**config.mk**
```make
export PLATFORM = sky130hd
export DESIGN_NAME = rtc_timekeeper
export DESIGN_NICKNAME = d
export VERILOG_FILES = /design/src/include/rtc_pkg.sv /design/src/rtl/xtal_tick_gen.sv /design/src/rtl/interval_alarm_timer.sv /design/src/rtl/rtc_timekeeper.sv
export SDC_FILE = /design/constraint.sdc
export NUM_CORES = 1
export LEC_CHECK = 0
export ABC_AREA = 1
export BUFFER_PORTS_ARGS = -buffer_cell sky130_fd_sc_hd__buf_4
export CORE_MARGIN = 4
export CORE_UTILIZATION = 35
export CTS_BUF_LIST = sky130_fd_sc_hd__clkbuf_16
export DETAILED_ROUTE_END_ITERATION = 10
export GPL_TIMING_DRIVEN = 0
export SLEW_MARGIN = 20
export SYNTH_ARGS = -nofsm -noshare
export SYNTH_HDL_FRONTEND = slang
export SYNTH_SLANG_ARGS = --single-unit
```
**constraint.sdc**
```tcl
create_clock -name ref_clk -period 2.4 [get_ports ref_clk]
set_input_delay 0.12 -clock ref_clk [delete_from_list [all_inputs] [get_ports ref_clk]]
set_output_delay 0.12 -clock ref_clk [all_outputs]
set_load 0.01 [all_outputs]
```
**src/include/rtc_pkg.sv**
```systemverilog
// constants shared by the real-time clock timekeeping and interval alarm logic
package rtc_pkg;
    // special-function register addresses
    localparam logic [7:0] ADDR_CONFIG = 8'hA1;
    localparam logic [7:0] ADDR_FRAC = 8'hA2;
    localparam logic [7:0] ADDR_SEC = 8'hA3;
    localparam logic [7:0] ADDR_MIN = 8'hA4;
    localparam logic [7:0] ADDR_HOUR = 8'hA5;
    localparam logic [7:0] ADDR_INTERVAL = 8'hA6;
    localparam logic [7:0] ADDR_KEY = 8'hC1;

    // configuration field positions
    localparam int CFG_MIDNIGHT_BIT = 7;
    localparam int CFG_DAY_MODE_BIT = 6;
    localparam int CFG_TIMEBASE_HI = 5;
    localparam int CFG_TIMEBASE_LO = 4;
    localparam int CFG_SINGLE_BIT = 3;
    localparam int CFG_ALARM_BIT = 2;
    localparam int CFG_TIMER_EN_BIT = 1;
    localparam int CFG_RESERVED_BIT = 0;

    // reset values
    localparam logic [7:0] CONFIG_RESET = 8'h01;
    localparam logic [7:0] COUNT_RESET = 8'h00;
    localparam logic [7:0] KEY_RESET = 8'h00;

    // unlock key for the timekeeping counters
    localparam logic [7:0] UNLOCK_KEY = 8'hEA;

    // counter limits
    localparam logic [7:0] FRAC_LAST = 8'h7F;
    localparam logic [7:0] SEC_LAST = 8'h3B;
    localparam logic [7:0] MIN_LAST = 8'h3B;
    localparam logic [7:0] HOUR_LAST_24 = 8'h17;
    localparam logic [7:0] HOUR_LAST_256 = 8'hFF;

    // timing: crystal rate and crystal edges per 1/128 s tick
    localparam int XTAL_HZ = 32768;
    localparam int FRAC_PER_SEC = 128;
    localparam int XTAL_PER_FRAC = XTAL_HZ / FRAC_PER_SEC;

    typedef enum logic [1:0] {
        TB_FRAC = 2'b00,
        TB_SEC = 2'b01,
        TB_MIN = 2'b10,
        TB_HOUR = 2'b11
    } timebase_t;

    typedef enum logic [1:0] {
        IT_IDLE = 2'b00,
        IT_COUNT = 2'b01,
        IT_DONE = 2'b10
    } interval_state_t;
endpackage

```
**src/rtl/xtal_tick_gen.sv**
```systemverilog
// crystal clock synchroniser and 1/128 second tick divider
module xtal_tick_gen #(
    parameter int DIV = rtc_pkg::XTAL_PER_FRAC
) (
    input wire logic ref_clk, // system clock
    input wire logic rst, // power-on reset
    input wire logic xtal_clk_in, // 32.768 kHz crystal clock pin
    output logic frac_tick // one-cycle pulse every 1/128 s
);
    import rtc_pkg::*;

    localparam int CW = $clog2(DIV);

    logic sync1_r;
    logic sync2_r;
    logic prev_r;
    logic [CW-1:0] div_r;
    logic rise;

    always_ff @(posedge ref_clk) begin
        if (rst) begin
            sync1_r <= 1'b0;
            sync2_r <= 1'b0;
            prev_r <= 1'b0;
        end else begin
            sync1_r <= xtal_clk_in;
            sync2_r <= sync1_r;
            prev_r <= sync2_r;
        end
    end

    assign rise = sync2_r & ~prev_r;

    always_ff @(posedge ref_clk) begin
        if (rst) begin
            div_r <= '0;
            frac_tick <= 1'b0;
        end else begin
            frac_tick <= 1'b0;
            if (rise) begin
                if (div_r == CW'(DIV - 1)) begin
                    div_r <= '0;
                    frac_tick <= 1'b1;
                end else begin
                    div_r <= div_r + CW'(1);
                end
            end
        end
    end
endmodule

```
**src/rtl/interval_alarm_timer.sv**
```systemverilog
// 8-bit interval timer that raises an alarm pulse after a programmed count
module interval_alarm_timer #(
    parameter int WIDTH = 8
) (
    input wire logic ref_clk, // system clock
    input wire logic rst, // power-on or system reset
    input wire logic run, // timer enable and clock enable both set
    input wire logic base_tick, // selected time base pulse
    input wire logic single, // one interval only
    input wire logic [WIDTH-1:0] limit, // programmed interval length
    output logic [WIDTH-1:0] count, // current interval count
    output logic alarm_pulse // one-cycle pulse when interval elapses
);
    import rtc_pkg::*;

    interval_state_t state_r;
    logic [WIDTH-1:0] count_nxt;

    assign count_nxt = count + WIDTH'(1);

    always_ff @(posedge ref_clk) begin
        if (rst) begin
            state_r <= IT_IDLE;
            count <= '0;
            alarm_pulse <= 1'b0;
        end else begin
            alarm_pulse <= 1'b0;
            case (state_r)
                IT_IDLE: begin
                    count <= '0;
                    if (run) begin
                        state_r <= IT_COUNT;
                    end
                end
                IT_COUNT: begin
                    if (!run) begin
                        state_r <= IT_IDLE;
                        count <= '0;
                    end else if (base_tick) begin
                        if (count_nxt == limit) begin
                            alarm_pulse <= 1'b1;
                            count <= '0;
                            state_r <= single ? IT_DONE : IT_COUNT;
                        end else begin
                            count <= count_nxt;
                        end
                    end
                end
                IT_DONE: begin
                    // waits here until software drops the enable
                    count <= '0;
                    if (!run) begin
                        state_r <= IT_IDLE;
                    end
                end
                default: begin
                    state_r <= IT_IDLE;
                    count <= '0;
                end
            endcase
        end
    end
endmodule

```
**src/rtl/rtc_timekeeper.sv**
```systemverilog
// real-time clock timekeeping chain, interval alarm and register file
module rtc_timekeeper #(
    parameter int XTAL_DIV = rtc_pkg::XTAL_PER_FRAC
) (
    input wire logic ref_clk, // 40 MHz system clock
    input wire logic rst, // power-on reset, synchronous
    input wire logic sys_rst, // watchdog or external reset
    input wire logic xtal_clk_in, // 32.768 kHz crystal clock pin
    input wire logic clock_counting_enable, // clock enable, gates only the interval timer
    input wire logic [7:0] sfr_addr, // register address
    input wire logic sfr_wr, // write strobe
    input wire logic sfr_rd, // read strobe
    input wire logic [7:0] sfr_wdata, // write data
    output logic [7:0] sfr_rdata, // read data, one cycle after strobe
    output logic sfr_hit, // read address maps to this block, one cycle later
    output logic rtc_irq_pending, // shared interrupt request
    output logic [rtc_pkg::CFG_MIDNIGHT_BIT:0] rtc_configuration_out // config view
);
    import rtc_pkg::*;

    logic [7:0] rtc_configuration_r;
    logic [7:0] fraction_second_count_r;
    logic [7:0] one_hz_tally_r;
    logic [7:0] sixty_second_tally_r;
    logic [7:0] hour_count_r;
    logic [7:0] alarm_interval_length_r;
    logic [7:0] write_unlock_key_r;

    logic frac_tick;
    logic sec_tick;
    logic min_tick;
    logic hour_tick;
    logic day_wrap;
    logic base_tick;
    logic alarm_pulse;
    logic interval_run;
    logic unlocked;

    logic day_mode_select;
    logic single_interval_select;
    logic interval_timer_enable;
    timebase_t interval_timebase_select;

    logic wr_config;
    logic wr_frac;
    logic wr_sec;
    logic wr_min;
    logic wr_hour;
    logic wr_interval;
    logic wr_key;

    logic [7:0] hour_last;
    logic midnight_nxt;
    logic alarm_nxt;

    // address decode used only by the read path for sfr_hit; writes compare addresses directly
    function automatic logic is_mapped(input logic [7:0] a);
        case (a)
            ADDR_CONFIG, ADDR_FRAC, ADDR_SEC, ADDR_MIN,
            ADDR_HOUR, ADDR_INTERVAL, ADDR_KEY: is_mapped = 1'b1;
            default: is_mapped = 1'b0;
        endcase
    endfunction

    // counter step with wrap after its last value
    function automatic logic [7:0] step(input logic [7:0] v, input logic [7:0] last);
        if (v >= last) begin
            step = COUNT_RESET;
        end else begin
            step = v + 8'h01;
        end
    endfunction

    assign day_mode_select = rtc_configuration_r[CFG_DAY_MODE_BIT];
    assign single_interval_select = rtc_configuration_r[CFG_SINGLE_BIT];
    assign interval_timer_enable = rtc_configuration_r[CFG_TIMER_EN_BIT];
    assign interval_timebase_select =
        timebase_t'(rtc_configuration_r[CFG_TIMEBASE_HI:CFG_TIMEBASE_LO]);
    assign rtc_configuration_out = rtc_configuration_r;

    assign unlocked = (write_unlock_key_r == UNLOCK_KEY);

    assign wr_config = sfr_wr && (sfr_addr == ADDR_CONFIG);
    assign wr_frac = sfr_wr && (sfr_addr == ADDR_FRAC) && unlocked;
    assign wr_sec = sfr_wr && (sfr_addr == ADDR_SEC) && unlocked;
    assign wr_min = sfr_wr && (sfr_addr == ADDR_MIN) && unlocked;
    assign wr_hour = sfr_wr && (sfr_addr == ADDR_HOUR) && unlocked;
    assign wr_interval = sfr_wr && (sfr_addr == ADDR_INTERVAL);
    assign wr_key = sfr_wr && (sfr_addr == ADDR_KEY);

    xtal_tick_gen #(
        .DIV(XTAL_DIV)
    ) u_tick (
        .ref_clk(ref_clk),
        .rst(rst),
        .xtal_clk_in(xtal_clk_in),
        .frac_tick(frac_tick)
    );

    // carry chain: each stage carries only when the one below wraps
    // fraction wrap into seconds
    assign sec_tick = frac_tick && (fraction_second_count_r >= FRAC_LAST);
    assign min_tick = sec_tick && (one_hz_tally_r >= SEC_LAST);
    assign hour_tick = min_tick && (sixty_second_tally_r >= MIN_LAST);

    assign hour_last = day_mode_select ? HOUR_LAST_24 : HOUR_LAST_256;
    assign day_wrap = hour_tick && (hour_count_r >= hour_last);

    // counters reset only by rst, never by sys_rst
    always_ff @(posedge ref_clk) begin
        if (rst) begin
            fraction_second_count_r <= COUNT_RESET;
        end else if (wr_frac) begin
            fraction_second_count_r <= sfr_wdata;
        end else if (frac_tick) begin
            fraction_second_count_r <= step(fraction_second_count_r, FRAC_LAST);
        end
    end

    always_ff @(posedge ref_clk) begin
        if (rst) begin
            one_hz_tally_r <= COUNT_RESET;
        end else if (wr_sec) begin
            one_hz_tally_r <= sfr_wdata;
        end else if (sec_tick) begin
            one_hz_tally_r <= step(one_hz_tally_r, SEC_LAST);
        end
    end

    always_ff @(posedge ref_clk) begin
        if (rst) begin
            sixty_second_tally_r <= COUNT_RESET;
        end else if (wr_min) begin
            sixty_second_tally_r <= sfr_wdata;
        end else if (min_tick) begin
            sixty_second_tally_r <= step(sixty_second_tally_r, MIN_LAST);
        end
    end

    always_ff @(posedge ref_clk) begin
        if (rst) begin
            hour_count_r <= COUNT_RESET;
        end else if (wr_hour) begin
            hour_count_r <= sfr_wdata;
        end else if (hour_tick) begin
            hour_count_r <= step(hour_count_r, hour_last);
        end
    end

    // key register; a system reset relocks the counters
    always_ff @(posedge ref_clk) begin
        if (rst || sys_rst) begin
            write_unlock_key_r <= KEY_RESET;
        end else if (wr_key) begin
            write_unlock_key_r <= sfr_wdata;
        end
    end

    always_ff @(posedge ref_clk) begin
        if (rst) begin
            alarm_interval_length_r <= COUNT_RESET;
        end else if (wr_interval) begin
            alarm_interval_length_r <= sfr_wdata;
        end
    end

    always_comb begin
        case (interval_timebase_select)
            TB_FRAC: base_tick = frac_tick;
            TB_SEC: base_tick = sec_tick;
            TB_MIN: base_tick = min_tick;
            TB_HOUR: base_tick = hour_tick;
            default: base_tick = 1'b0;
        endcase
    end

    assign interval_run = interval_timer_enable && clock_counting_enable;

    interval_alarm_timer #(
        .WIDTH(8)
    ) u_interval (
        .ref_clk(ref_clk),
        .rst(rst || sys_rst),
        .run(interval_run),
        .base_tick(base_tick),
        .single(single_interval_select),
        .limit(alarm_interval_length_r),
        .count(),
        .alarm_pulse(alarm_pulse)
    );

    // flags: software may write 0 to clear, writing 1 keeps the old value,
    // and a hardware event in the same cycle wins over the clear
    always_comb begin
        midnight_nxt = rtc_configuration_r[CFG_MIDNIGHT_BIT];
        alarm_nxt = rtc_configuration_r[CFG_ALARM_BIT];
        if (wr_config) begin
            midnight_nxt = midnight_nxt & sfr_wdata[CFG_MIDNIGHT_BIT];
            alarm_nxt = alarm_nxt & sfr_wdata[CFG_ALARM_BIT];
        end
        if (day_wrap) begin
            midnight_nxt = 1'b1;
        end
        if (alarm_pulse) begin
            alarm_nxt = 1'b1;
        end
    end

    // configuration: day mode survives system resets, other controls do not
    always_ff @(posedge ref_clk) begin
        if (rst) begin
            rtc_configuration_r <= CONFIG_RESET;
        end else if (sys_rst) begin
            rtc_configuration_r <= {1'b0, rtc_configuration_r[CFG_DAY_MODE_BIT],
                CONFIG_RESET[CFG_TIMEBASE_HI:0]};
        end else begin
            if (wr_config) begin
                rtc_configuration_r[CFG_DAY_MODE_BIT] <= sfr_wdata[CFG_DAY_MODE_BIT];
                rtc_configuration_r[CFG_TIMEBASE_HI:CFG_TIMEBASE_LO] <=
                    sfr_wdata[CFG_TIMEBASE_HI:CFG_TIMEBASE_LO];
                rtc_configuration_r[CFG_SINGLE_BIT] <= sfr_wdata[CFG_SINGLE_BIT];
                rtc_configuration_r[CFG_TIMER_EN_BIT] <= sfr_wdata[CFG_TIMER_EN_BIT];
                rtc_configuration_r[CFG_RESERVED_BIT] <= sfr_wdata[CFG_RESERVED_BIT];
            end
            rtc_configuration_r[CFG_MIDNIGHT_BIT] <= midnight_nxt;
            rtc_configuration_r[CFG_ALARM_BIT] <= alarm_nxt;
        end
    end

    always_ff @(posedge ref_clk) begin
        if (rst) begin
            rtc_irq_pending <= 1'b0;
        end else if (sys_rst) begin
            // system reset clears both flags, so the request must drop with them
            rtc_irq_pending <= 1'b0;
        end else begin
            rtc_irq_pending <= midnight_nxt || alarm_nxt;
        end
    end

    // read path; unmapped addresses read zero and leave sfr_hit low
    always_ff @(posedge ref_clk) begin
        if (rst) begin
            sfr_rdata <= 8'h00;
            sfr_hit <= 1'b0;
        end else if (sfr_rd) begin
            sfr_hit <= is_mapped(sfr_addr);
            case (sfr_addr)
                ADDR_CONFIG: sfr_rdata <= rtc_configuration_r;
                ADDR_FRAC: sfr_rdata <= fraction_second_count_r;
                ADDR_SEC: sfr_rdata <= one_hz_tally_r;
                ADDR_MIN: sfr_rdata <= sixty_second_tally_r;
                ADDR_HOUR: sfr_rdata <= hour_count_r;
                ADDR_INTERVAL: sfr_rdata <= alarm_interval_length_r;
                ADDR_KEY: sfr_rdata <= write_unlock_key_r;
                default: sfr_rdata <= 8'h00;
            endcase
        end else begin
            sfr_hit <= 1'b0;
        end
    end
endmodule

```
Word-level counts from Yosys, hierarchy flattened
Index checks and enable logic that the tools add are counted.
Widths: inputs -> output; s select.
{"block": "word_totals", "regBits": 89, "inputBits": 23, "output_inout_bits": 18, "wordCells": 122}
{"block": "classes", "add_sub_neg": 6, "order_cmp": 4, "eq_ne": 19, "n_mux": 31, "bitwise": 10, "reduce_logical": 32}
{"op": "$mux 8", "n": 15}
{"op": "$eq 8x8->1 const B", "n": 9}
{"op": "$pmux 8 s7", "n": 1}
{"op": "$add 8x1->8 const B", "n": 6}
{"op": "$ge 8x6->1 const B", "n": 2}
{"op": "$logic_and 1x1->1", "n": 16}
{"op": "$mux 2", "n": 6}
{"op": "$eq 8x8->1", "n": 1}
{"op": "$ge 8x7->1 const B", "n": 1}
{"op": "$ge 8x8->1", "n": 1}
{"op": "$reduce_bool 2->1", "n": 4}
{"op": "$mux 1", "n": 7}
{"op": "$not 1->1", "n": 7}
{"op": "$reduce_or 7->1", "n": 1}
{"op": "$eq 2x2->1 const B", "n": 3}
{"op": "$ne 3x3->1 const B", "n": 2}
{"op": "$pmux 2 s3", "n": 1}
{"op": "$reduce_or 2->1", "n": 3}
{"op": "$eq 2x1->1 const B", "n": 2}
{"op": "$logic_not 2->1", "n": 2}
{"op": "$pmux 1 s4", "n": 1}
{"op": "$reduce_and 4->1", "n": 1}
{"op": "$reduce_or 4->1", "n": 1}
{"op": "$and 1x1->1", "n": 3}
{"op": "5 further kinds", "n": 6}

Longest topological paths before layout
Gate-level depths: netlist of the first run.
{"block": "logic_depth", "depth_word": 8, "mapped_depth": 13}

By module
From an unflattened synthesis of the first run, not the netlist that was laid out.
{"block": "unflattened", "cells_unflattened": 880, "area_unflattened_um2": 5644.2}
{"module": "rtc_timekeeper", "instances": 1, "cells_each": 680, "area_per_inst_um2": 4270.3}
{"module": "interval_alarm_timer", "instances": 1, "cells_each": 131, "area_per_inst_um2": 844.6}
{"module": "xtal_tick_gen", "instances": 1, "cells_each": 69, "area_per_inst_um2": 529.3}

Worst setup path before layout of the first run
No wires, ideal clock.
{"block": "synth_timing", "kind": "flip-flop to flip-flop", "start": "register fraction_second_count_r[0]", "end": "register hour_count_r[4]", "setup_time_ps": 132, "t_arrival_ps": 1590, "required_time_ps": 2268, "setup_slack_ps": 678, "path_stages_with_launch": 13, "path_buffers": 0, "synth_period_minus_slack_ps": 1722, "path_cell_list": "dfxtp_1 -> ha_1 -> nand2_1 -> nor2_2 -> nand2_1 -> nand2_1 -> nand2_1 -> nor2_2 -> nand2_1 -> nand2_2 -> inv_2 -> nand2_1 -> a21oi_1"}
{"block": "synth_via", "elab_chain_len": 5}
{"element": "start: declaration", "line": "rtc_timekeeper.sv:22", "source": "logic [7:0] fraction_second_count_r;"}
{"element": "start signal: assignment", "line": "rtc_timekeeper.sv:114", "source": "fraction_second_count_r <= sfr_wdata;"}
{"element": "start signal: assignment", "line": "rtc_timekeeper.sv:116", "source": "fraction_second_count_r <= step(fraction_second_count_r, FRAC_LAST);"}
{"element": "$ge 8x7->1", "line": "rtc_timekeeper.sv:102", "source": "assign sec_tick = frac_tick && (fraction_second_count_r >= FRAC_LAST);"}
{"element": "$logic_and 1x1->1", "line": "rtc_timekeeper.sv:102"}
{"element": "$logic_and 1x1->1", "line": "rtc_timekeeper.sv:103", "source": "assign min_tick = sec_tick && (one_hz_tally_r >= SEC_LAST);"}
{"element": "$logic_and 1x1->1", "line": "rtc_timekeeper.sv:104", "source": "assign hour_tick = min_tick && (sixty_second_tally_r >= MIN_LAST);"}
{"element": "$reduce_bool 2->1 (no line)"}
{"element": "end signal: assignment", "line": "rtc_timekeeper.sv:144", "source": "hour_count_r <= sfr_wdata;"}
{"element": "end signal: assignment", "line": "rtc_timekeeper.sv:146", "source": "hour_count_r <= step(hour_count_r, hour_last);"}
{"element": "end: declaration", "line": "rtc_timekeeper.sv:25", "source": "logic [7:0] hour_count_r;"}
Every way passes these cells.
A chain may end at the register's enable or synchronous reset.

Final worst setup path of the first run
{"block": "layout_timing", "start": "register fraction_second_count_r[1]", "end": "register hour_count_r[6]"}
The elaborated chain is that of the path after synthesis.

==> results of run 1 <==
-- through the flow --
| step | utilization | power, mW | instance area, um2 |
|---|---|---|---|
| 3_3_place_gp | 0.394 | 1.64 | 5470 |
| 6_report | 0.421 | 3.28 | 5840 |
| 2_1_floorplan | - | 1.57 | 4950 |
| 3_5_place_dp | 0.394 | 1.64 | 5470 |
| 4_1_cts | 0.420 | 3.31 | 5830 |
| 5_1_grt | 0.421 | 3.39 | 5840 |
-- worst max path at each step --
stage                           to  slack (ps)  cells past startpoint
6_report           hour_count_r[6]         270                     12
5_1_grt        u_interval.count[3]          20                     12
4_1_cts            hour_count_r[4]         140                     12
3_5_place_dp       hour_count_r[6]         150                     12
3_3_place_gp       hour_count_r[1]         170                     12
2_1_floorplan      hour_count_r[4]         680                     12
-- critical path: stages, from the launching register on --
cell                      delay, ps
sky130_fd_sc_hd__dfxtp_1        420
sky130_fd_sc_hd__ha_1           210
sky130_fd_sc_hd__nand2_1         80
sky130_fd_sc_hd__nor2_2         160
sky130_fd_sc_hd__nand2_1         70
sky130_fd_sc_hd__nand2_1        150
sky130_fd_sc_hd__nand2_1        140
sky130_fd_sc_hd__nor2_4         200
sky130_fd_sc_hd__nand2_1        150
sky130_fd_sc_hd__nand2_4        160
sky130_fd_sc_hd__inv_2          100
sky130_fd_sc_hd__nand2_1         70
sky130_fd_sc_hd__a21oi_1         60
-- state kept, by name (all words and copies together) (netlist names), 8 cells and up --
name                     flops
alarm_interval_length_r      8
fraction_second_count_r      8
hour_count_r                 8
one_hz_tally_r               8
rtc_configuration_out        8
sfr_rdata                    8
sixty_second_tally_r         8
u_interval.count             8
u_tick.div_r                 8
write_unlock_key_r           8
-- logic make-up (layout without fill, tap and decap cells) --
family / after synthesis / in the layout / share of synthesized area
fa+ha+maj: 10 / 10 / 0.0253
buf+inv: 105 / 161 / 0.0822
compound gates: 121 / 121 / 0.133
flops: 89 / 89 / 0.360
xor+xnor: 18 / 18 / 0.0319
simple gates: 408 / 408 / 0.368
-- layer usage --
metal,GRT usage,share of wire,up-vias
li1,-,-,2541
met1,0.256,0.47,2228
met2,0.279,0.43,156
met3,0.0539,0.080,19
met4,0.0536,0.017,0
met5,0,0,-
-- placed cells by master, fill, tap and decap left out, types with 3 or more instances in the layout --
cell type | Yosys | final
sky130_fd_sc_hd__nor2_4 | 3 | 4
sky130_fd_sc_hd__inv_6 | 0 | 3
sky130_fd_sc_hd__nor2_2 | 4 | 3
sky130_fd_sc_hd__nor3_1 | 15 | 15
sky130_fd_sc_hd__o21ai_1 | 15 | 15
sky130_fd_sc_hd__xnor2_1 | 7 | 7
sky130_fd_sc_hd__nand2_2 | 4 | 4
sky130_fd_sc_hd__o21ai_0 | 40 | 40
sky130_fd_sc_hd__a21oi_1 | 44 | 44
sky130_fd_sc_hd__clkbuf_1 | 7 | 7
sky130_fd_sc_hd__inv_1 | 80 | 80
sky130_fd_sc_hd__nand2_1 | 227 | 226
sky130_fd_sc_hd__ha_1 | 10 | 10
sky130_fd_sc_hd__o211ai_1 | 3 | 3
sky130_fd_sc_hd__inv_2 | 9 | 9
sky130_fd_sc_hd__nand4_1 | 16 | 16
sky130_fd_sc_hd__a31oi_1 | 5 | 5
sky130_fd_sc_hd__nor2_1 | 76 | 76
sky130_fd_sc_hd__xor2_1 | 11 | 11
sky130_fd_sc_hd__buf_4 | 1 | 40
sky130_fd_sc_hd__a21o_1 | 3 | 3
sky130_fd_sc_hd__clkbuf_16 | 0 | 9
sky130_fd_sc_hd__bufinv_16 | 0 | 3
sky130_fd_sc_hd__dfxtp_1 | 89 | 88
sky130_fd_sc_hd__buf_2 | 4 | 4
sky130_fd_sc_hd__nand3_1 | 51 | 51
-- timing repair --
action	CTS	global route
buffers inserted	0	0
endpoints found under the hold margin	1	0
setup endpoints to repair	0	17
gates resized for setup	0	4
hold buffers	1	0
-- area by class of cell --
type | count | area (um2) | share of cell area
clock buffers | 9 | 225 | 0.0386
clock inverters | 7 | 124 | 0.0212
repair buffers | 40 | 303 | 0.0518
inverters | 92 | 348 | 0.0596
multi-input cells | 557 | 2770 | 0.475
well taps | 180 | 225 | 0.0386
plain buffers | 13 | 58.8 | 0.0101
flip-flops and latches | 89 | 1780 | 0.305
-- power by group through the flow --
stage	combinational [mW]	sequential (mW)	clock [mW]
after CTS	0.128	1.48	1.70
after floorplan	0.0506	1.52	0
final	0.128	1.48	1.67
after detailed placement	0.127	1.52	0
after global placement	0.127	1.52	0
after global routing	0.139	1.48	1.77
==> impl_metrics.prom, run 1 <==
# TYPE chip_impl_metric gauge
chip_impl_info{name="synth.top_cells.by_area",value="sky130_fd_sc_hd__dfxtp_1, sky130_fd_sc_hd__nand2_1, sky130_fd_sc_hd__inv_1"} 1
chip_impl_metric{name="numCtsBuffers",unit=""} 9
chip_impl_metric{name="tightestPinTransition",unit="ps"} 698
chip_impl_info{name="outcome",value="finished, final reports clean"} 1
chip_impl_metric{name="synth_cells",unit=""} 751
chip_impl_metric{name="grt_pass1_wl",unit="um"} 23500
chip_impl_info{name="crit_type",value="reg -> reg"} 1
chip_impl_info{name="synth-main-ff-cell",value="sky130_fd_sc_hd__dfxtp_1"} 1
chip_impl_metric{name="io_buffer_count",unit=""} 39
chip_impl_info{name="synth.cells.most_frequent",value="sky130_fd_sc_hd__nand2_1, sky130_fd_sc_hd__dfxtp_1, sky130_fd_sc_hd__inv_1"} 1
chip_impl_metric{name="clk_pin_slew_worst_paths",unit="ps"} 70
chip_impl_metric{name="antenna_found_initial",unit=""} 0
chip_impl_metric{name="post_layout_min_period",unit="ps"} 2130
chip_impl_metric{name="p_leak",unit="nW"} 2.38
chip_impl_info{name="grt_setup_unrepaired",value="false"} 1
chip_impl_info{name="min-delay-path-class",value="in -> reg"} 1
chip_impl_metric{name="share_comb_of_total_power",unit=""} 0.039
chip_impl_metric{name="drt_initial_violations",unit=""} 306
chip_impl_metric{name="antenna_cells",unit=""} 0
chip_impl_metric{name="dpl.cell_count",unit=""} 970
chip_impl_metric{name="syn_avg_cell_area",unit="um2"} 6.59
chip_impl_metric{name="area.growth.synth_to_final",unit="%"} 18.0
chip_impl_metric{name="postLayoutSetupSlackWorst",unit="ps"} 271
chip_impl_metric{name="max_cap_violations",unit=""} 0
chip_impl_metric{name="critPathRequiredTime",unit="ps"} 2610
chip_impl_metric{name="sw_frac_of_total",unit=""} 0.224
chip_impl_metric{name="detailedPlacementHpwl",unit="um"} 11000
chip_impl_metric{name="clk-insertion-delay-late",unit="ps"} 350
chip_impl_metric{name="detail_route.first_pass.iterations",unit=""} 5
chip_impl_metric{name="worst_hold_path.num_cells",unit=""} 3
chip_impl_metric{name="antenna_violating_nets_post_route",unit=""} 0
chip_impl_metric{name="worst_hold_slack",unit="ps"} 71.7
chip_impl_metric{name="critical_path_peak_fanout",unit=""} 9
chip_impl_metric{name="synth-warning-count",unit=""} 0
chip_impl_metric{name="floorplan.die.height",unit="um"} 127
chip_impl_metric{name="grt_start_max_net_pins",unit=""} 17
chip_impl_metric{name="cts_max_path_buffers",unit=""} 2
chip_impl_info{name="hold-path-endpoint",value="one_hz_tally_r[7]"} 1
chip_impl_metric{name="die_width",unit="um"} 127
chip_impl_metric{name="detail_route.wl_per_cell",unit="um"} 14.7
chip_impl_metric{name="grt.overflow.total",unit=""} 0
chip_impl_metric{name="floorplan.core_area",unit="um2"} 13900
chip_impl_metric{name="worst_r2r_path_depth",unit=""} 12
chip_impl_metric{name="slew_headroom",unit=""} 0.535
chip_impl_metric{name="synth_sequential_area_ratio",unit=""} 0.360
chip_impl_metric{name="drc",unit=""} 0
chip_impl_metric{name="fillers",unit=""} 1497
chip_impl_metric{name="cts.sink_count",unit=""} 89
chip_impl_info{name="crit-reg2reg-launch",value="fraction_second_count_r[1]"} 1
chip_impl_metric{name="final-hold-violation-count",unit=""} 0
chip_impl_metric{name="die-area",unit="um2"} 16100
chip_impl_info{name="critical_path.startpoint",value="fraction_second_count_r[1]"} 1
chip_impl_info{name="clk_root_buffer_cell",value="sky130_fd_sc_hd__clkbuf_16"} 1
chip_impl_metric{name="drive_gt1_frac",unit=""} 0.119
chip_impl_metric{name="final-max-slew-violation-count",unit=""} 0
chip_impl_metric{name="initial_core_util",unit=""} 0.357
chip_impl_info{name="min-delay-start",value="sfr_wdata[7]"} 1
chip_impl_metric{name="setup.reg_to_reg.worst_slack",unit="ps"} 270
chip_impl_info{name="clock_tree_from_tritoncts",value="yes"} 1
chip_impl_metric{name="min_period_over_period",unit=""} 0.887
chip_impl_metric{name="routed_vias_inst",unit=""} 5.01
chip_impl_metric{name="power.switching",unit="mW"} 0.736
chip_impl_metric{name="placementRows",unit=""} 43
chip_impl_metric{name="synth_top_cell_area_share",unit=""} 0.360
chip_impl_metric{name="synth_edf_count",unit=""} 0
chip_impl_info{name="type_of_element_capturing_the_critical_path",value="register"} 1
chip_impl_metric{name="design.portCount",unit=""} 41
chip_impl_metric{name="cts_htree_levels",unit=""} 3
chip_impl_metric{name="post_layout_nonfiller_instances",unit=""} 987
chip_impl_metric{name="total_routed_length",unit="um"} 14500
chip_impl_metric{name="setup_total_negative_slack",unit="ps"} 0
chip_impl_metric{name="synthArstFlopShare",unit=""} 0
chip_impl_metric{name="final-setup-viol-count",unit=""} 0
chip_impl_metric{name="powerDensity",unit="nW/um2"} 562
chip_impl_info{name="reg2reg_to",value="hour_count_r[6]"} 1
chip_impl_metric{name="total_routing_usage_gr",unit=""} 0.185
chip_impl_metric{name="setup_slack_after_placement",unit="ps"} 153
chip_impl_metric{name="total_via_count_after_detailed_routing",unit=""} 4944
chip_impl_metric{name="p_clk_frac",unit=""} 0.509
chip_impl_metric{name="internal-power",unit="mW"} 2.55
chip_impl_info{name="most_used_standard_cell_by_instance_count_after_synthesis",value="sky130_fd_sc_hd__nand2_1"} 1
chip_impl_metric{name="syn_area",unit="um2"} 4950
chip_impl_info{name="cp-start-kind",value="register"} 1
chip_impl_metric{name="critPathArrivalTime",unit="ps"} 2340
chip_impl_metric{name="place.gp.congestion",unit=""} 0.907
chip_impl_info{name="biggest_area_consumer_among_synthesized_cells",value="sky130_fd_sc_hd__dfxtp_1"} 1
chip_impl_metric{name="nNetsFinal",unit=""} 835
chip_impl_metric{name="ir_drop",unit="mV"} 0.384
chip_impl_metric{name="clock-skew-final",unit="ps"} 7.47
chip_impl_metric{name="clock.fmax",unit="MHz"} 470
chip_impl_metric{name="p_seq_frac",unit=""} 0.452
chip_impl_metric{name="grt_pass1_vias",unit=""} 4588
chip_impl_metric{name="synth_nets",unit=""} 784
chip_impl_metric{name="synth-seq-cells",unit=""} 89
chip_impl_metric{name="netlist-cell-type-count",unit=""} 44
Power figures use the tool's default switching activity.
==> run 2, diff against run 1 <==
Settings changed: RECOVER_POWER set to 25.
==> run 2 against run 1 <==
Net effect:
- count of clock-buffer cells in the layout did not move
- fmax rose by 0.48%
- first-iteration DRC count fell by 4.6%
- design area fell by 1.2%
- sequential power barely moved
- core utilization fell by 0.51 points
- critical path type unchanged
==> impl_metrics.prom, run 2 (synthesized netlist as in run 1, its figures left out) <==
# TYPE chip_impl_metric gauge
chip_impl_info{name="outcome",value="finished, final reports clean"} 1
chip_impl_metric{name="final-max-slew-violation-count",unit=""} 0
chip_impl_metric{name="die-area",unit="um2"} 16100
chip_impl_metric{name="detailedPlacementHpwl",unit="um"} 11000
chip_impl_metric{name="postLayoutSetupSlackWorst",unit="ps"} 281
chip_impl_metric{name="p_seq_frac",unit=""} 0.452
chip_impl_metric{name="floorplan.die.height",unit="um"} 127
chip_impl_metric{name="total_routing_usage_gr",unit=""} 0.185
chip_impl_metric{name="total_via_count_after_detailed_routing",unit=""} 4943
chip_impl_info{name="clock_tree_from_tritoncts",value="yes"} 1
chip_impl_metric{name="min_period_over_period",unit=""} 0.883
chip_impl_metric{name="p_clk_frac",unit=""} 0.509
chip_impl_metric{name="setup_total_negative_slack",unit="ps"} 0
chip_impl_metric{name="slew_headroom",unit=""} 0.465
chip_impl_metric{name="fillers",unit=""} 1505
chip_impl_info{name="type_of_element_capturing_the_critical_path",value="register"} 1
chip_impl_metric{name="ir_drop",unit="mV"} 0.383
chip_impl_info{name="clk_root_buffer_cell",value="sky130_fd_sc_hd__clkbuf_16"} 1
chip_impl_metric{name="internal-power",unit="mW"} 2.55
chip_impl_metric{name="initial_core_util",unit=""} 0.357
chip_impl_info{name="grt-busiest-layer",value="met2"} 1
chip_impl_metric{name="clk-insertion-delay-late",unit="ps"} 350
chip_impl_metric{name="detail_route.wl_per_cell",unit="um"} 14.7
chip_impl_metric{name="grt_pass1_wl",unit="um"} 23500
chip_impl_metric{name="clk_pin_slew_worst_paths",unit="ps"} 70
chip_impl_metric{name="cts_setup_buffers",unit=""} 0
chip_impl_metric{name="grt_start_max_net_pins",unit=""} 17
chip_impl_metric{name="floorplan.core_area",unit="um2"} 13900
chip_impl_metric{name="max_cap_violations",unit=""} 0
chip_impl_metric{name="place.gp.congestion",unit=""} 0.907
chip_impl_metric{name="share_comb_of_total_power",unit=""} 0.039
chip_impl_info{name="most-common-layout-cells",value="sky130_fd_sc_hd__nand2_1, sky130_fd_sc_hd__dfxtp_1, sky130_fd_sc_hd__inv_1"} 1
chip_impl_metric{name="grt_util_met2",unit=""} 0.279
chip_impl_metric{name="grt.overflow.total",unit=""} 0
chip_impl_metric{name="tightestPinTransition",unit="ps"} 799
chip_impl_metric{name="total_routed_length",unit="um"} 14500
chip_impl_info{name="grt_setup_unrepaired",value="false"} 1
chip_impl_metric{name="final-setup-viol-count",unit=""} 0
chip_impl_metric{name="detail_route.first_pass.iterations",unit=""} 5
chip_impl_metric{name="critical_path_peak_fanout",unit=""} 9
chip_impl_metric{name="nNetsFinal",unit=""} 835
chip_impl_info{name="crit_type",value="reg -> reg"} 1
chip_impl_metric{name="setup_slack_after_placement",unit="ps"} 153
chip_impl_metric{name="placed_area",unit="um2"} 5470
chip_impl_metric{name="sw_frac_of_total",unit=""} 0.223
chip_impl_metric{name="finish.instance_area",unit="um2"} 5770
chip_impl_metric{name="drc",unit=""} 0
chip_impl_metric{name="clock.fmax",unit="MHz"} 472
chip_impl_metric{name="post_layout_min_period",unit="ps"} 2120
chip_impl_metric{name="cts_htree_levels",unit=""} 3
chip_impl_metric{name="io_buffer_count",unit=""} 39
chip_impl_metric{name="antenna_cells",unit=""} 0
chip_impl_metric{name="critPathRequiredTime",unit="ps"} 2610
chip_impl_metric{name="cts_max_path_buffers",unit=""} 2
chip_impl_metric{name="die_width",unit="um"} 127
chip_impl_metric{name="routed_vias_inst",unit=""} 5.01
chip_impl_info{name="cp-start-kind",value="register"} 1
chip_impl_metric{name="antenna_violating_nets_post_route",unit=""} 0
chip_impl_metric{name="design.portCount",unit=""} 41
chip_impl_metric{name="clock-skew-final",unit="ps"} 7.90
chip_impl_metric{name="placementRows",unit=""} 43
chip_impl_metric{name="cts.sink_count",unit=""} 89
chip_impl_metric{name="numCtsBuffers",unit=""} 9
chip_impl_metric{name="area.growth.synth_to_final",unit="%"} 16.6
chip_impl_metric{name="grt_pass1_vias",unit=""} 4588
chip_impl_info{name="most_common_cell_after_layout_fill_and_taps_aside",value="sky130_fd_sc_hd__nand2_1"} 1
chip_impl_info{name="min-delay-path-class",value="in -> reg"} 1
chip_impl_metric{name="final-hold-violation-count",unit=""} 0
chip_impl_metric{name="gr_layer_usage_met3",unit=""} 0.0539
chip_impl_metric{name="global_route.usage.met1",unit=""} 0.256
chip_impl_metric{name="critPathArrivalTime",unit="ps"} 2330
chip_impl_metric{name="power.switching",unit="mW"} 0.733
chip_impl_metric{name="drive_gt1_frac",unit=""} 0.0967
chip_impl_metric{name="antenna_found_initial",unit=""} 0
chip_impl_metric{name="p_leak",unit="nW"} 2.31
chip_impl_metric{name="powerDensity",unit="nW/um2"} 569
chip_impl_metric{name="drt_initial_violations",unit=""} 292
-- run 2: power by group through the flow --
stage | registers, mW | clock network [mW] | logic [mW]
floorplan | 1.52 | 0 | 0.0506
global placement | 1.52 | 0 | 0.127
detailed placement | 1.52 | 0 | 0.127
CTS | 1.48 | 1.70 | 0.128
global route | 1.48 | 1.77 | 0.139
finish | 1.48 | 1.67 | 0.127
-- run 2: layout make-up --
type	count	area, um2	share of cell area
multi-input combinational	557	2770	0.480
sequential	89	1780	0.309
inverter	92	348	0.0603
timing repair buffer	40	239	0.0414
clock buffer	9	225	0.0390
tap	180	225	0.0390
clock inverter	7	124	0.0215
buffer	13	58.8	0.0102
-- run 2: worst paths after layout --
check | startpoint | endpoint | slack (ps) | cells past startpoint
hold / removal | sfr_wdata[7] | one_hz_tally_r[7] | 70 | 3
hold reg to reg | u_tick.sync1_r | u_tick.sync2_r | 410 | 2
setup reg to reg | fraction_second_count_r[1] | hour_count_r[6] | 280 | 12
setup / recovery | fraction_second_count_r[1] | hour_count_r[6] | 280 | 12
-- run 2: through the flow --
step                      hold slack (ps)  power (mW)  instances   util
after floorplan                       227        1.57        751      -
after global placement                336        1.64        970  0.394
after detailed placement              332        1.64        970  0.394
after CTS                            68.1        3.31        987  0.420
after global routing                 72.7        3.39        987  0.416
final                                72.7        3.28        987  0.416
-- run 2: critical path, cell delays in order (launching register included) --
cell and delay, ps:
sky130_fd_sc_hd__dfxtp_1 420, sky130_fd_sc_hd__ha_1 210, sky130_fd_sc_hd__nand2_1 80, sky130_fd_sc_hd__nor2_2 160, sky130_fd_sc_hd__nand2_1 70, sky130_fd_sc_hd__nand2_1 150
sky130_fd_sc_hd__nand2_1 140, sky130_fd_sc_hd__nor2_4 190, sky130_fd_sc_hd__nand2_1 150, sky130_fd_sc_hd__nand2_4 160, sky130_fd_sc_hd__inv_2 100, sky130_fd_sc_hd__nand2_1 70
sky130_fd_sc_hd__a21oi_1 60
-- run 2: what timing repair did --
item	CTS	global route
hold buffers	1	0
setup endpoints to repair	0	17
gates resized for setup	0	4
endpoints found under the hold margin	1	0
-- run 2: layer usage --
layer / vias up / part of all wire
met5: - / 0
met4: 0 / 0.017
met3: 19 / 0.074
met2: 137 / 0.43
met1: 2242 / 0.48
li1: 2545 / -
==> run 3, diff against run 2 <==
Settings changed: CELL_PAD_IN_SITES_DETAIL_PLACEMENT set to 0, CELL_PAD_IN_SITES_GLOBAL_PLACEMENT set to 2, CORE_MARGIN 4 to 2, CORE_UTILIZATION 35 to 33, CTS_CLUSTER_DIAMETER set to 150, PLACE_DENSITY_LB_ADDON set to 0.1.
==> run 3 against run 2 <==
Net effect:
- non-clock buffer count unchanged
- fmax decreased by 3.9%
- register-to-register slack got worse by 90 ps
- global-route usage increased by 2.5 points
- combinational power about the same
- die area decreased by 0.71%
- setup slack got worse by 85 ps
- design area decreased by 0.33%
- core utilization decreased by 2.1 points
- critical path type unchanged
- critical endpoint is now u_interval.count[7]
==> impl_metrics.prom, run 3 (synthesized netlist as in run 1, its figures left out) <==
# TYPE chip_impl_metric gauge
chip_impl_metric{name="cts.sink_count",unit=""} 89
chip_impl_metric{name="placementRows",unit=""} 44
chip_impl_metric{name="cts_setup_buffers",unit=""} 0
chip_impl_metric{name="drt_initial_violations",unit=""} 424
chip_impl_info{name="min-delay-path-class",value="in -> reg"} 1
chip_impl_info{name="crit-reg2reg-launch",value="fraction_second_count_r[1]"} 1
chip_impl_metric{name="routed_vias_inst",unit=""} 4.99
chip_impl_info{name="type_of_element_capturing_the_critical_path",value="register"} 1
chip_impl_metric{name="grt_start_max_net_pins",unit=""} 15
chip_impl_info{name="crit_type",value="reg -> reg"} 1
chip_impl_metric{name="cts_htree_levels",unit=""} 3
chip_impl_metric{name="grt_pass1_vias",unit=""} 4668
chip_impl_metric{name="postLayoutSetupSlackWorst",unit="ps"} 196
chip_impl_metric{name="floorplan.die.height",unit="um"} 126
chip_impl_metric{name="detail_route.wl_per_cell",unit="um"} 16.4
chip_impl_metric{name="drive_gt1_frac",unit=""} 0.0942
chip_impl_metric{name="worst_r2r_path_depth",unit=""} 12
chip_impl_metric{name="drc",unit=""} 0
chip_impl_metric{name="setup_total_negative_slack",unit="ps"} 0
chip_impl_metric{name="detailedPlacementHpwl",unit="um"} 12400
chip_impl_metric{name="clock-skew-final",unit="ps"} 8.59
chip_impl_metric{name="numCtsBuffers",unit=""} 9
chip_impl_info{name="crit_top_cell",value="sky130_fd_sc_hd__nand2_1"} 1
chip_impl_metric{name="internal-power",unit="mW"} 2.42
chip_impl_metric{name="die-area",unit="um2"} 16000
chip_impl_metric{name="totalPowerFinal",unit="mW"} 3.14
chip_impl_metric{name="io_buffer_count",unit=""} 39
chip_impl_metric{name="placed_area",unit="um2"} 5470
chip_impl_info{name="cp-start-kind",value="register"} 1
chip_impl_metric{name="initial_core_util",unit=""} 0.339
chip_impl_metric{name="antenna_found_initial",unit=""} 0
chip_impl_metric{name="clk_pin_slew_worst_paths",unit="ps"} 70
chip_impl_info{name="crit_path_cell_trace",value="ha_1, nand2_1, nor2_2, nand2_1, nand2_1, nand4_1, nand2_4, nand2_1, nor2_1, nand2_1, nand3_4, nor2_1"} 1
chip_impl_metric{name="total_via_count_after_detailed_routing",unit=""} 4941
chip_impl_metric{name="final-setup-viol-count",unit=""} 0
chip_impl_metric{name="p_seq_frac",unit=""} 0.473
chip_impl_metric{name="p_leak",unit="nW"} 2.30
chip_impl_info{name="grt_setup_unrepaired",value="false"} 1
chip_impl_metric{name="design.portCount",unit=""} 41
chip_impl_metric{name="place.gp.congestion",unit=""} 0.865
chip_impl_metric{name="powerDensity",unit="nW/um2"} 545
chip_impl_metric{name="post_layout_min_period",unit="ps"} 2200
chip_impl_metric{name="antenna_violating_nets_post_route",unit=""} 0
chip_impl_metric{name="critPathArrivalTime",unit="ps"} 2450
chip_impl_info{name="most-common-layout-cells",value="sky130_fd_sc_hd__nand2_1, sky130_fd_sc_hd__dfxtp_1, sky130_fd_sc_hd__inv_1"} 1
chip_impl_info{name="cpLargestDelayFamily",value="simple AND/OR/NAND/NOR gates"} 1
chip_impl_metric{name="total_routed_length",unit="um"} 16300
chip_impl_metric{name="floorplan.core_area",unit="um2"} 14600
chip_impl_info{name="critical_path.startpoint",value="fraction_second_count_r[1]"} 1
chip_impl_metric{name="max_stage_delay",unit="ps"} 430
chip_impl_metric{name="setup_slack_after_placement",unit="ps"} 17.5
chip_impl_metric{name="antenna_cells",unit=""} 0
chip_impl_metric{name="fillers",unit=""} 1614
chip_impl_metric{name="finish.instance_area",unit="um2"} 5750
chip_impl_metric{name="crit_cells",unit=""} 12
chip_impl_metric{name="sw_frac_of_total",unit=""} 0.228
chip_impl_metric{name="worst_hold_path.num_cells",unit=""} 3
chip_impl_metric{name="grt.overflow.total",unit=""} 0
chip_impl_metric{name="finish.utilization",unit=""} 0.394
chip_impl_metric{name="clock.fmax",unit="MHz"} 454
chip_impl_info{name="clk_root_buffer_cell",value="sky130_fd_sc_hd__clkbuf_16"} 1
chip_impl_metric{name="slew_headroom",unit=""} 0.543
chip_impl_metric{name="share_comb_of_total_power",unit=""} 0.042
chip_impl_metric{name="total_routing_usage_gr",unit=""} 0.210
chip_impl_info{name="critical-path-slowest-cell",value="sky130_fd_sc_hd__dfxtp_1"} 1
chip_impl_metric{name="power.switching",unit="mW"} 0.714
chip_impl_metric{name="nNetsFinal",unit=""} 835
chip_impl_metric{name="ir_drop",unit="mV"} 0.516
chip_impl_metric{name="final-hold-violation-count",unit=""} 0
chip_impl_info{name="most_common_cell_after_layout_fill_and_taps_aside",value="sky130_fd_sc_hd__nand2_1"} 1
chip_impl_metric{name="clk-insertion-delay-late",unit="ps"} 350
chip_impl_metric{name="max_cap_violations",unit=""} 0
chip_impl_metric{name="detail_route.first_pass.iterations",unit=""} 5
chip_impl_metric{name="tightestPinTransition",unit="ps"} 681
chip_impl_metric{name="final-max-slew-violation-count",unit=""} 0
chip_impl_metric{name="die_width",unit="um"} 126
chip_impl_metric{name="cp.buffers_inverters",unit=""} 0
chip_impl_metric{name="p_clk_frac",unit=""} 0.486
chip_impl_metric{name="grt_pass1_wl",unit="um"} 26000
chip_impl_metric{name="critical_path_peak_fanout",unit=""} 8
chip_impl_info{name="outcome",value="finished, final reports clean"} 1
chip_impl_metric{name="min_period_over_period",unit=""} 0.918
chip_impl_metric{name="cts_max_path_buffers",unit=""} 2
chip_impl_metric{name="area.growth.synth_to_final",unit="%"} 16.2
chip_impl_info{name="clock_tree_from_tritoncts",value="yes"} 1
chip_impl_info{name="min-delay-start",value="sfr_wdata[7]"} 1
chip_impl_metric{name="critPathRequiredTime",unit="ps"} 2640
run 3: layout make-up:
cell class / instances / area [um2] / share of cell area
Tap cell: 184 / 230 / 0.0400
Timing Repair Buffer: 40 / 239 / 0.0416
Inverter: 92 / 348 / 0.0605
Multi-Input combinational cell: 557 / 2780 / 0.484
Buffer: 13 / 57.6 / 0.0100
Sequential cell: 89 / 1780 / 0.310
Clock inverter: 7 / 86.3 / 0.0150
Clock buffer: 9 / 225 / 0.0392
run 3: stage by stage:
stage	instances	hold WS, ps
finish	991	73.1
global route	991	75.8
CTS	991	63.9
detailed placement	974	330
global placement	974	336
floorplan	751	227
run 3: power groups by stage:
stage / registers (mW) / clock network, mW / logic (mW)
3_5_place_dp: 1.52 / 0 / 0.131
6_report: 1.48 / 1.52 / 0.130
4_1_cts: 1.48 / 1.57 / 0.133
3_3_place_gp: 1.52 / 0 / 0.131
5_1_grt: 1.48 / 1.65 / 0.143
2_1_floorplan: 1.52 / 0 / 0.0506
run 3: path summary, 6_finish.rpt:
kind | slack (ps) | to
hold reg to reg | 420 | u_tick.sync2_r
setup / recovery | 200 | u_interval.count[7]
setup reg to reg | 200 | u_interval.count[7]
hold / removal | 70 | sixty_second_tally_r[7]
run 3: routing by layer:
| metal | vias up | GRT usage | wire (um) |
|---|---|---|---|
| met4 | 0 | 0.0485 | 252 |
| met2 | 92 | 0.323 | 7200 |
| met3 | 15 | 0.0456 | 725 |
| met1 | 2287 | 0.301 | 8100 |
| met5 | - | 0 | 0 |
| li1 | 2547 | - | - |
run 3: worst reg2reg max path, stage by stage, from the launching register on:
cell and delay, ps:
sky130_fd_sc_hd__dfxtp_1 430, sky130_fd_sc_hd__ha_1 210, sky130_fd_sc_hd__nand2_1 80, sky130_fd_sc_hd__nor2_2 170, sky130_fd_sc_hd__nand2_1 70, sky130_fd_sc_hd__nand2_1 170, sky130_fd_sc_hd__nand4_1 230, sky130_fd_sc_hd__nand2_4 190
sky130_fd_sc_hd__nand2_1 70, sky130_fd_sc_hd__nor2_1 120, sky130_fd_sc_hd__nand2_1 150, sky130_fd_sc_hd__nand3_4 150, sky130_fd_sc_hd__nor2_1 50
run 3: timing repair:
action	in CTS	in global routing
hold buffers	1	0
setup endpoints to repair	0	23
resized for setup	0	5
endpoints found under the hold margin	1	0
